==> config.mk <==
export PLATFORM = sky130hd
export DESIGN_NAME = rpc_fifo_clk
export DESIGN_NICKNAME = d
export VERILOG_FILES = /design/src/core/rpc_edge_sync.v /design/src/core/rpc_fifo_clk.v
export VERILOG_INCLUDE_DIRS = /design/src /design/src/core
export SDC_FILE = /design/constraint.sdc
export NUM_CORES = 1
export LEC_CHECK = 0
export ABC_AREA = 1
export BUFFER_PORTS_ARGS = -buffer_cell sky130_fd_sc_hd__buf_2
export CORE_MARGIN = 8
export CORE_UTILIZATION = 45
export DETAILED_ROUTE_END_ITERATION = 6
export PLACE_DENSITY = 0.61
export SKIP_LAST_GASP = 1
export SLEW_MARGIN = 10
export SYNTH_ARGS = -nofsm -noshare
export SYNTH_HDL_FRONTEND = slang
export SYNTH_SLANG_ARGS = --single-unit
==> constraint.sdc <==
create_clock -name i_clk -period 3.58 [get_ports i_clk]
set_input_delay 0.358 -clock i_clk [delete_from_list [all_inputs] [get_ports i_clk]]
set_output_delay 0.358 -clock i_clk [all_outputs]
set_load 0.01 [all_outputs]
==> src/core/rpc_map.vh <==
/*
  Constants for the receive phase compensation FIFO and its clock selection:
  register offsets, field positions, reset values, sizes and timing counts.
  Assumes inclusion by the design files only; holds definitions and nothing else.
*/
// Contract
// non-bonded with rate matcher: write on transmit clock
// non-bonded without rate matcher: write on recovered clock
// four-lane bonded: write on own bonded clock
// eight-lane bonded: write on master bonded clock
// byte deserializer halves the selected write clock
// user read clock has zero offset
// rate mismatch gives flagged overflow or underrun
// read driver is a listed, ungated clock
// one driver may serve many channels
// enabled user read clock overrides automatic choice
// automatic read clock follows channel configuration
// dual-clock FIFO keeps order, read-side timed
`ifndef RPC_MAP_VH
`define RPC_MAP_VH

// register bus shape
`define RPC_ADDR_W        4
`define RPC_BUS_W         32

// register offsets (byte addresses)
`define RPC_OFF_CTRL      4'h0
`define RPC_OFF_STATUS    4'h4

// control register fields
`define RPC_CTRL_BOND_LO  0
`define RPC_CTRL_BOND_HI  1
`define RPC_CTRL_RMATCH   2
`define RPC_CTRL_BDESER   3
`define RPC_CTRL_USERRD   4
`define RPC_CTRL_ENABLE   5
`define RPC_CTRL_W        6
`define RPC_CTRL_RST      6'h00

// bonding modes held in the control register
`define RPC_BOND_NONE     2'h0
`define RPC_BOND_X4       2'h1
`define RPC_BOND_X8       2'h2

// status register fields
`define RPC_ST_OVF        0
`define RPC_ST_UNF        1
`define RPC_ST_FULL       2
`define RPC_ST_EMPTY      3
`define RPC_ST_WACT       4
`define RPC_ST_RACT       5
`define RPC_ST_LVL_LO     8
`define RPC_ST_WSEL_LO    12
`define RPC_ST_RSEL_LO    16

// clock source indexes
`define RPC_NCLK          5
`define RPC_SRC_TX        3'h0
`define RPC_SRC_RX        3'h1
`define RPC_SRC_CORE4     3'h2
`define RPC_SRC_CORE8     3'h3
`define RPC_SRC_USER      3'h4

// word sizes and FIFO depth
`define RPC_DATA_W        16
`define RPC_STAT_W        4
`define RPC_AW            3
`define RPC_DEPTH         8

// clock activity timeout
`define RPC_CLK_NS        10
`define RPC_ACT_TMO_NS    2000
`define RPC_ACT_TMO_CYC   8'hC8  // 2000 ns of 10 ns clocks, at watchdog width
`define RPC_ACT_W         8

`endif

==> src/core/rpc_edge_sync.v <==
/*
  Two-flop synchroniser with a registered rising edge detector.
  Assumes i_lvl is asynchronous to i_clk and changes slower than i_clk / 4.
*/
`timescale 1ns/1ps
module rpc_edge_sync (
  input  wire i_clk,
  input  wire i_arst_n,
  input  wire i_lvl,
  output reg  o_rise
);
  reg meta_q;
  reg sync_q;
  reg prev_q;

  // first flop feeds only the second; edge taken from second and third
  always @(posedge i_clk or negedge i_arst_n) begin
    if (!i_arst_n) begin
      meta_q <= 1'b0;
      sync_q <= 1'b0;
      prev_q <= 1'b0;
      o_rise <= 1'b0;
    end else begin
      meta_q <= i_lvl;
      sync_q <= meta_q;
      prev_q <= sync_q;
      o_rise <= sync_q & ~prev_q;
    end
  end
endmodule // rpc_edge_sync

==> src/core/rpc_fifo_clk.v <==
/*
  Receive phase compensation FIFO with write and read clock selection.
  The link clocks arrive as pins slower than a quarter of i_clk; each is
  synchronised and its rising edges act as write or read strobes.
  Assumes software sets the configuration before setting the enable bit.
*/
// Design decisions made here: the address-and-strobe port and the register addresses.
`timescale 1ns/1ps
`include "rpc_map.vh"
module rpc_fifo_clk (
  input  wire                    i_clk,
  input  wire                    i_arst_n,
  input  wire [`RPC_ADDR_W-1:0]  i_addr,
  input  wire [`RPC_BUS_W-1:0]   i_wdata,
  input  wire                    i_wr,
  input  wire                    i_rd,
  output reg  [`RPC_BUS_W-1:0]   o_rdata,
  input  wire                    i_tx_pclk,
  input  wire                    i_rx_pclk,
  input  wire                    i_core_clk_x4,
  input  wire                    i_core_clk_x8,
  input  wire                    i_user_rdclk,
  input  wire [`RPC_DATA_W-1:0]  i_rx_data,
  input  wire [`RPC_STAT_W-1:0]  i_rx_status,
  output reg  [`RPC_DATA_W-1:0]  o_rd_data,
  output reg  [`RPC_STAT_W-1:0]  o_rd_status,
  output reg                     o_rd_valid,
  output reg                     o_fifo_err
);
  localparam [`RPC_ACT_W-1:0] ACT_TMO = `RPC_ACT_TMO_CYC;
  localparam [`RPC_AW:0]      DEPTH   = {1'b1, {`RPC_AW{1'b0}}};

  // control and sticky state
  reg  [`RPC_CTRL_W-1:0]  ctrl_q;
  reg                     ovf_q;
  reg                     unf_q;
  // synchronised input word
  reg  [`RPC_DATA_W-1:0]  dat_meta_q;
  reg  [`RPC_DATA_W-1:0]  dat_sync_q;
  reg  [`RPC_STAT_W-1:0]  st_meta_q;
  reg  [`RPC_STAT_W-1:0]  st_sync_q;
  // storage and pointers
  reg  [`RPC_DATA_W+`RPC_STAT_W-1:0] mem_q [0:`RPC_DEPTH-1];
  reg  [`RPC_AW:0]        wptr_q;
  reg  [`RPC_AW:0]        rptr_q;
  // byte deserializer dividers for each side
  reg                     wdiv_q;
  reg                     rdiv_q;
  // clock activity watchdogs
  reg  [`RPC_ACT_W-1:0]   wact_cnt_q;
  reg  [`RPC_ACT_W-1:0]   ract_cnt_q;
  // selected sources, shown in status
  reg  [2:0]              wsel_d;
  reg  [2:0]              rsel_d;
  reg  [2:0]              wsel_q;
  reg  [2:0]              rsel_q;
  reg  [`RPC_BUS_W-1:0]   rdata_d;

  wire [`RPC_NCLK-1:0]    clk_lvl;
  wire [`RPC_NCLK-1:0]    clk_rise;
  wire [1:0]              bond;
  wire                    rmatch;
  wire                    bdeser;
  wire                    user_rd;
  wire                    enable;
  wire                    wedge;
  wire                    redge;
  wire                    do_wr;
  wire                    do_rd;
  wire                    wr_try;
  wire                    rd_try;
  wire                    full;
  wire                    empty;
  wire [`RPC_AW:0]        level;
  wire                    st_wr;
  wire [`RPC_BUS_W-1:0]   status;

  assign clk_lvl = {i_user_rdclk, i_core_clk_x8, i_core_clk_x4, i_rx_pclk, i_tx_pclk};

  // one synchroniser and edge detector per incoming clock
  genvar g;
  generate
    for (g = 0; g < `RPC_NCLK; g = g + 1) begin : g_clk
      rpc_edge_sync u_sync (
        .i_clk    (i_clk),
        .i_arst_n (i_arst_n),
        .i_lvl    (clk_lvl[g]),
        .o_rise   (clk_rise[g])
      );
    end
  endgenerate

  assign bond    = ctrl_q[`RPC_CTRL_BOND_HI:`RPC_CTRL_BOND_LO];
  assign rmatch  = ctrl_q[`RPC_CTRL_RMATCH];
  assign bdeser  = ctrl_q[`RPC_CTRL_BDESER];
  assign user_rd = ctrl_q[`RPC_CTRL_USERRD];
  assign enable  = ctrl_q[`RPC_CTRL_ENABLE];

  // write clock choice follows bonding and rate matcher
  always @* begin
    case (bond)
      `RPC_BOND_X4: wsel_d = `RPC_SRC_CORE4;
      `RPC_BOND_X8: wsel_d = `RPC_SRC_CORE8;
      default: begin
        if (rmatch) begin
          wsel_d = `RPC_SRC_TX;
        end else begin
          wsel_d = `RPC_SRC_RX;
        end
      end
    endcase
  end

  // read clock: user input when enabled, else same source as the write side
  always @* begin
    if (user_rd) begin
      rsel_d = `RPC_SRC_USER;
    end else begin
      rsel_d = wsel_d;
    end
  end

  assign wedge = clk_rise[wsel_q];
  assign redge = clk_rise[rsel_q];

  // register the selections so the edge mux has a stable select
  always @(posedge i_clk or negedge i_arst_n) begin
    if (!i_arst_n) begin
      wsel_q <= `RPC_SRC_TX;
      rsel_q <= `RPC_SRC_TX;
    end else begin
      wsel_q <= wsel_d;
      rsel_q <= rsel_d;
    end
  end

  // halve the write clock under the byte deserializer
  always @(posedge i_clk or negedge i_arst_n) begin
    if (!i_arst_n) begin
      wdiv_q <= 1'b0;
    end else if (!enable || !bdeser) begin
      wdiv_q <= 1'b0;
    end else if (wedge) begin
      wdiv_q <= ~wdiv_q;
    end
  end

  // automatic read clock is halved too; the user clock is taken as given
  always @(posedge i_clk or negedge i_arst_n) begin
    if (!i_arst_n) begin
      rdiv_q <= 1'b0;
    end else if (!enable || !bdeser || user_rd) begin
      rdiv_q <= 1'b0;
    end else if (redge) begin
      rdiv_q <= ~rdiv_q;
    end
  end

  assign wr_try = enable & wedge & (~bdeser | wdiv_q);
  assign rd_try = enable & redge & (~bdeser | user_rd | rdiv_q);

  // capture incoming word through two flops, like the clocks
  always @(posedge i_clk or negedge i_arst_n) begin
    if (!i_arst_n) begin
      dat_meta_q <= {`RPC_DATA_W{1'b0}};
      dat_sync_q <= {`RPC_DATA_W{1'b0}};
      st_meta_q  <= {`RPC_STAT_W{1'b0}};
      st_sync_q  <= {`RPC_STAT_W{1'b0}};
    end else begin
      dat_meta_q <= i_rx_data;
      dat_sync_q <= dat_meta_q;
      st_meta_q  <= i_rx_status;
      st_sync_q  <= st_meta_q;
    end
  end

  assign level = wptr_q - rptr_q;
  assign full  = (level == DEPTH);
  assign empty = (level == {(`RPC_AW+1){1'b0}});
  assign do_wr = wr_try & ~full;
  assign do_rd = rd_try & ~empty;

  // storage array; a full FIFO drops the incoming word
  always @(posedge i_clk) begin
    if (do_wr) begin
      mem_q[wptr_q[`RPC_AW-1:0]] <= {st_sync_q, dat_sync_q};
    end
  end

  // pointers advance in strict order; clearing enable flushes both
  always @(posedge i_clk or negedge i_arst_n) begin
    if (!i_arst_n) begin
      wptr_q <= {(`RPC_AW+1){1'b0}};
      rptr_q <= {(`RPC_AW+1){1'b0}};
    end else if (!enable) begin
      wptr_q <= {(`RPC_AW+1){1'b0}};
      rptr_q <= {(`RPC_AW+1){1'b0}};
    end else begin
      if (do_wr) begin
        wptr_q <= wptr_q + 1'b1;
      end
      if (do_rd) begin
        rptr_q <= rptr_q + 1'b1;
      end
    end
  end

  // read side output, one strobe per word popped
  always @(posedge i_clk or negedge i_arst_n) begin
    if (!i_arst_n) begin
      o_rd_data   <= {`RPC_DATA_W{1'b0}};
      o_rd_status <= {`RPC_STAT_W{1'b0}};
      o_rd_valid  <= 1'b0;
    end else begin
      o_rd_valid <= do_rd;
      if (do_rd) begin
        {o_rd_status, o_rd_data} <= mem_q[rptr_q[`RPC_AW-1:0]];
      end
    end
  end

  assign st_wr = i_wr && (i_addr == `RPC_OFF_STATUS);

  // sticky mismatch flags; a new event wins over a write-one clear
  always @(posedge i_clk or negedge i_arst_n) begin
    if (!i_arst_n) begin
      ovf_q <= 1'b0;
      unf_q <= 1'b0;
    end else begin
      if (wr_try && full) begin
        ovf_q <= 1'b1;
      end else if (st_wr && i_wdata[`RPC_ST_OVF]) begin
        ovf_q <= 1'b0;
      end
      if (rd_try && empty && !do_wr) begin  // same-edge push is no starve
        unf_q <= 1'b1;
      end else if (st_wr && i_wdata[`RPC_ST_UNF]) begin
        unf_q <= 1'b0;
      end
    end
  end

  // error output raised while either flag stands
  always @(posedge i_clk or negedge i_arst_n) begin
    if (!i_arst_n) begin
      o_fifo_err <= 1'b0;
    end else begin
      o_fifo_err <= ovf_q | unf_q;
    end
  end

  // watchdogs: a selected clock with no edge for the timeout reads idle
  always @(posedge i_clk or negedge i_arst_n) begin
    if (!i_arst_n) begin
      wact_cnt_q <= {`RPC_ACT_W{1'b0}};
      ract_cnt_q <= {`RPC_ACT_W{1'b0}};
    end else begin
      if (wedge) begin
        wact_cnt_q <= ACT_TMO;
      end else if (wact_cnt_q != {`RPC_ACT_W{1'b0}}) begin
        wact_cnt_q <= wact_cnt_q - 1'b1;
      end
      if (redge) begin
        ract_cnt_q <= ACT_TMO;
      end else if (ract_cnt_q != {`RPC_ACT_W{1'b0}}) begin
        ract_cnt_q <= ract_cnt_q - 1'b1;
      end
    end
  end

  // control register write
  always @(posedge i_clk or negedge i_arst_n) begin
    if (!i_arst_n) begin
      ctrl_q <= `RPC_CTRL_RST;
    end else if (i_wr && (i_addr == `RPC_OFF_CTRL)) begin
      ctrl_q <= i_wdata[`RPC_CTRL_W-1:0];
    end
  end

  // status word assembled from live state
  assign status = {12'h000,
                   1'b0, rsel_q,
                   1'b0, wsel_q,
                   level,
                   2'h0,
                   (ract_cnt_q != {`RPC_ACT_W{1'b0}}),
                   (wact_cnt_q != {`RPC_ACT_W{1'b0}}),
                   empty, full, unf_q, ovf_q};

  // read mux; unmapped addresses read zero
  always @* begin
    case (i_addr)
      `RPC_OFF_CTRL:   rdata_d = {{(`RPC_BUS_W-`RPC_CTRL_W){1'b0}}, ctrl_q};
      `RPC_OFF_STATUS: rdata_d = status;
      default:         rdata_d = {`RPC_BUS_W{1'b0}};
    endcase
  end

  // read data stand for the one cycle after the strobe
  always @(posedge i_clk or negedge i_arst_n) begin
    if (!i_arst_n) begin
      o_rdata <= {`RPC_BUS_W{1'b0}};
    end else if (i_rd) begin
      o_rdata <= rdata_d;
    end else begin
      o_rdata <= {`RPC_BUS_W{1'b0}};
    end
  end
endmodule // rpc_fifo_clk

==> results.tsv <==
metric	value	unit
dp.cells	1342	
min_period	2660	ps
grt_use_total	0.150	
r2r_start	wptr_q[0]	
ant_nets	0	
clock-root-buffer	clkbuf_16	
leakage	5.66	nW
viasPerCell	4.98	
drt_iter0_drc	410	
period_share	0.743	
nets	1144	
comb_power_share	0.232	
postCtsHoldBufs	26	
crit_path_start_kind	flop	
io_buffers	75	
dp_hpwl	12800	um
die_area	0.0306	mm2
maxCapViolations	0	
synthAdderAreaFrac	0.0106	
diodes	0	
crit_type	flop to flop	
cts_buffers	30	
skew	5.18	ps
crit_path_end	mem_q[5][1]	
fin_cells	1424	
core.rowCount	58	
seqPwrFrac	0.437	
slew_violations	0	
ys_ff_latch	296	
clock-sinks	296	
rsz0062_at_grt	false	
coreArea	0.0250	mm2
crit_fanout	20	
tns	0	ps
p_switching	2.98	mW
avgSynthCellArea	11.8	um2
die_y	175	um
clk_latency	550	ps
peakVddDrop	0.463	mV
setup_viol	0	
drt_wl_total	23000	um
r2r_setup_slack	920	ps
synthMuxAreaShare	0	
synth_compound_area_frac	0.0748	
netlist-cell-type-count	40	
status	finished clean	
io_pins	119	
crit_required	3790	ps
antenna_found_initial	0	
cp-end-kind	flop	
hold_viol_final	0	
gp_congestion	0.837	
switching_share	0.309	
drive_above_1_share	0.156	
synthSimpleGateAreaFrac	0.137	
fillers	2164	
internal_power	6.67	mW
cts_resized	0	
post_cts_buffers	0	
critPathLaunch	wptr_q[0]	
powerDensity	723	mW/mm2
crit_arrival	2870	ps
grt_pass1_vias	6918	
grt_pass1_wl	36900	um
synthXorXnorAreaFrac	0.00463	
synth_top_family_by_area	simple AND/OR/NAND/NOR gates	
via_count	7087	
yosysWarnings	0	
cts_tree	done	
initial_core_util	0.455	
grt-ovfl-total	0	
hold_class	input port to flop	
area_delta_synth_final	17.6	%
fmax	376	MHz
grt_max_degree	94	
drtPass1Iterations	5	
worst_slew_pin_slew	859	ps
clkSlewWorstSetupHoldPaths	60	ps
relSlewSlack	0.428	
clock_path_buffers	3	
ctsHtreeMaxLevel	1	
worst_r2r_endpoint	mem_q[5][1]	
yosysSeqAreaShare	0.723	
reg2regPathDepth	13	
syn_area	0.0114	mm2
syn_inst	959	
drc	0	
fp.dieW	175	um
pwr-share-clk	0.331	
routedWlPerCell	16.2	um
## critical path, cell delays in order (launching register included)
cell	delay, ps
dfrtp_1	390
inv_1	90
ha_1	230
fa_1	380
inv_1	70
nand2_1	60
nand2_1	80
nor2_2	50
nand2_1	130
nand2_2	110
inv_1	140
nand2_1	140
nor2_2	100
buf_4	350
## cells in the final DEF, fill, tap and decap left out, types with 17 or more instances in the layout
master / count
o21ai_0: 79
buf_2: 74
edfxtp_1: 160
dfrtp_1: 135
o22ai_1: 44
nor2_1: 118
nand3_1: 29
o21ai_1: 17
clkbuf_16: 31
conb_1: 17
nand2_1: 187
inv_1: 61
dlygate4sd3_1: 26
## per-stage QoR
step	cell area, um2	hold slack (ps)	power [mW]	setup slack, ps	utilization
final	13300	56.8	9.65	921	0.535
after global placement	12100	334	6.46	955	0.483
after floorplan	11400	62.4	5.88	444	-
after global routing	13300	52.5	10.2	690	0.535
after detailed placement	12100	335	6.50	919	0.483
after CTS	13300	41.9	9.74	898	0.535
## final cells by class
class	instances	area (um2)	area share
timing repair buffer	116	779	0.0584
inverter	64	243	0.0182
clock buffer	40	830	0.0621
sequential	296	8210	0.615
tap	330	413	0.0309
clock inverter	16	209	0.0157
multi-input combinational	562	2670	0.200
## cell families (layout without fill, tap and decap cells)
kind of cell | Yosys count | in the layout
and+or+nand+nor | 374 | 374
other | 1 | 17
buffers and inverters | 117 | 236
AOI/OAI and AO/OA | 156 | 156
xor gates and xnor gates | 6 | 6
adders and majority gates | 9 | 9
DFF | 296 | 296
## how the worst min path moves through the flow
stage	start	to	depth (start not counted)	slack (ps)
2_1_floorplan	i_arst_n	ctrl_q[0]	0	60
3_3_place_gp	g_clk[1].u_sync.meta_q	g_clk[1].u_sync.sync_q	0	330
5_1_grt	i_wdata[2]	ctrl_q[2]	3	50
3_5_place_dp	dat_meta_q[7]	dat_sync_q[7]	0	330
4_1_cts	i_wdata[2]	ctrl_q[2]	3	40
6_report	i_wdata[2]	ctrl_q[2]	3	60
## power by group through the flow
stage / sequential [mW] / clock (mW) / combinational, mW
floorplan: 4.29 / 0 / 1.59
global placement: 4.27 / 0 / 2.19
detailed placement: 4.28 / 0 / 2.22
CTS: 4.22 / 3.27 / 2.25
global route: 4.27 / 3.40 / 2.55
finish: 4.21 / 3.20 / 2.24
## registers in the layout, indices dropped and copies added, names as in the netlist, 2 cells and up
signal,flops
g_clk.u_sync.sync_q,5
g_clk.u_sync.prev_q,5
g_clk.u_sync.meta_q,5
wact_cnt_q,8
o_rd_data,16
wptr_q,4
st_sync_q,4
st_meta_q,4
dat_meta_q,16
wsel_q,2
ctrl_q,6
rsel_q,3
o_rd_status,4
mem_q,160
ract_cnt_q,8
g_clk.u_sync.o_rise,5
dat_sync_q,16
rptr_q,4
o_rdata,15
## Yosys cell counts, drive strengths merged
| cell type | count | share of area |
|---|---|---|
| buf | 37 | 0.023 |
| nand3b | 1 | 0.00066 |
| a21oi | 11 | 0.0052 |
| nand4 | 7 | 0.0039 |
| conb | 1 | 0.00033 |
| o22ai | 44 | 0.024 |
| a31oi | 2 | 0.0011 |
| ha | 8 | 0.0088 |
| and2 | 1 | 0.00055 |
| clkbuf | 16 | 0.0054 |
| nor4 | 3 | 0.0030 |
| xor2 | 4 | 0.0031 |
| dfrtp | 136 | 0.30 |
| nand3 | 31 | 0.015 |
| o21ai | 96 | 0.042 |
| nor2 | 128 | 0.043 |
| nor3 | 1 | 0.00044 |
| o31ai | 3 | 0.0020 |
| fa | 1 | 0.0018 |
| xnor2 | 2 | 0.0015 |
| inv | 64 | 0.021 |
| edfxtp | 160 | 0.42 |
| nand2 | 199 | 0.069 |
| or2 | 3 | 0.0017 |
## routing by layer
layer	track usage	up-vias	wire length, um	share of wire
met5	0	-	0	0
met4	0.0392	0	477	0.021
met3	0.0296	42	1440	0.063
met2	0.239	188	10400	0.45
met1	0.208	3406	10700	0.46
li1	-	3451	-	-
No activity file was read; power rests on OpenSTA's default activity.
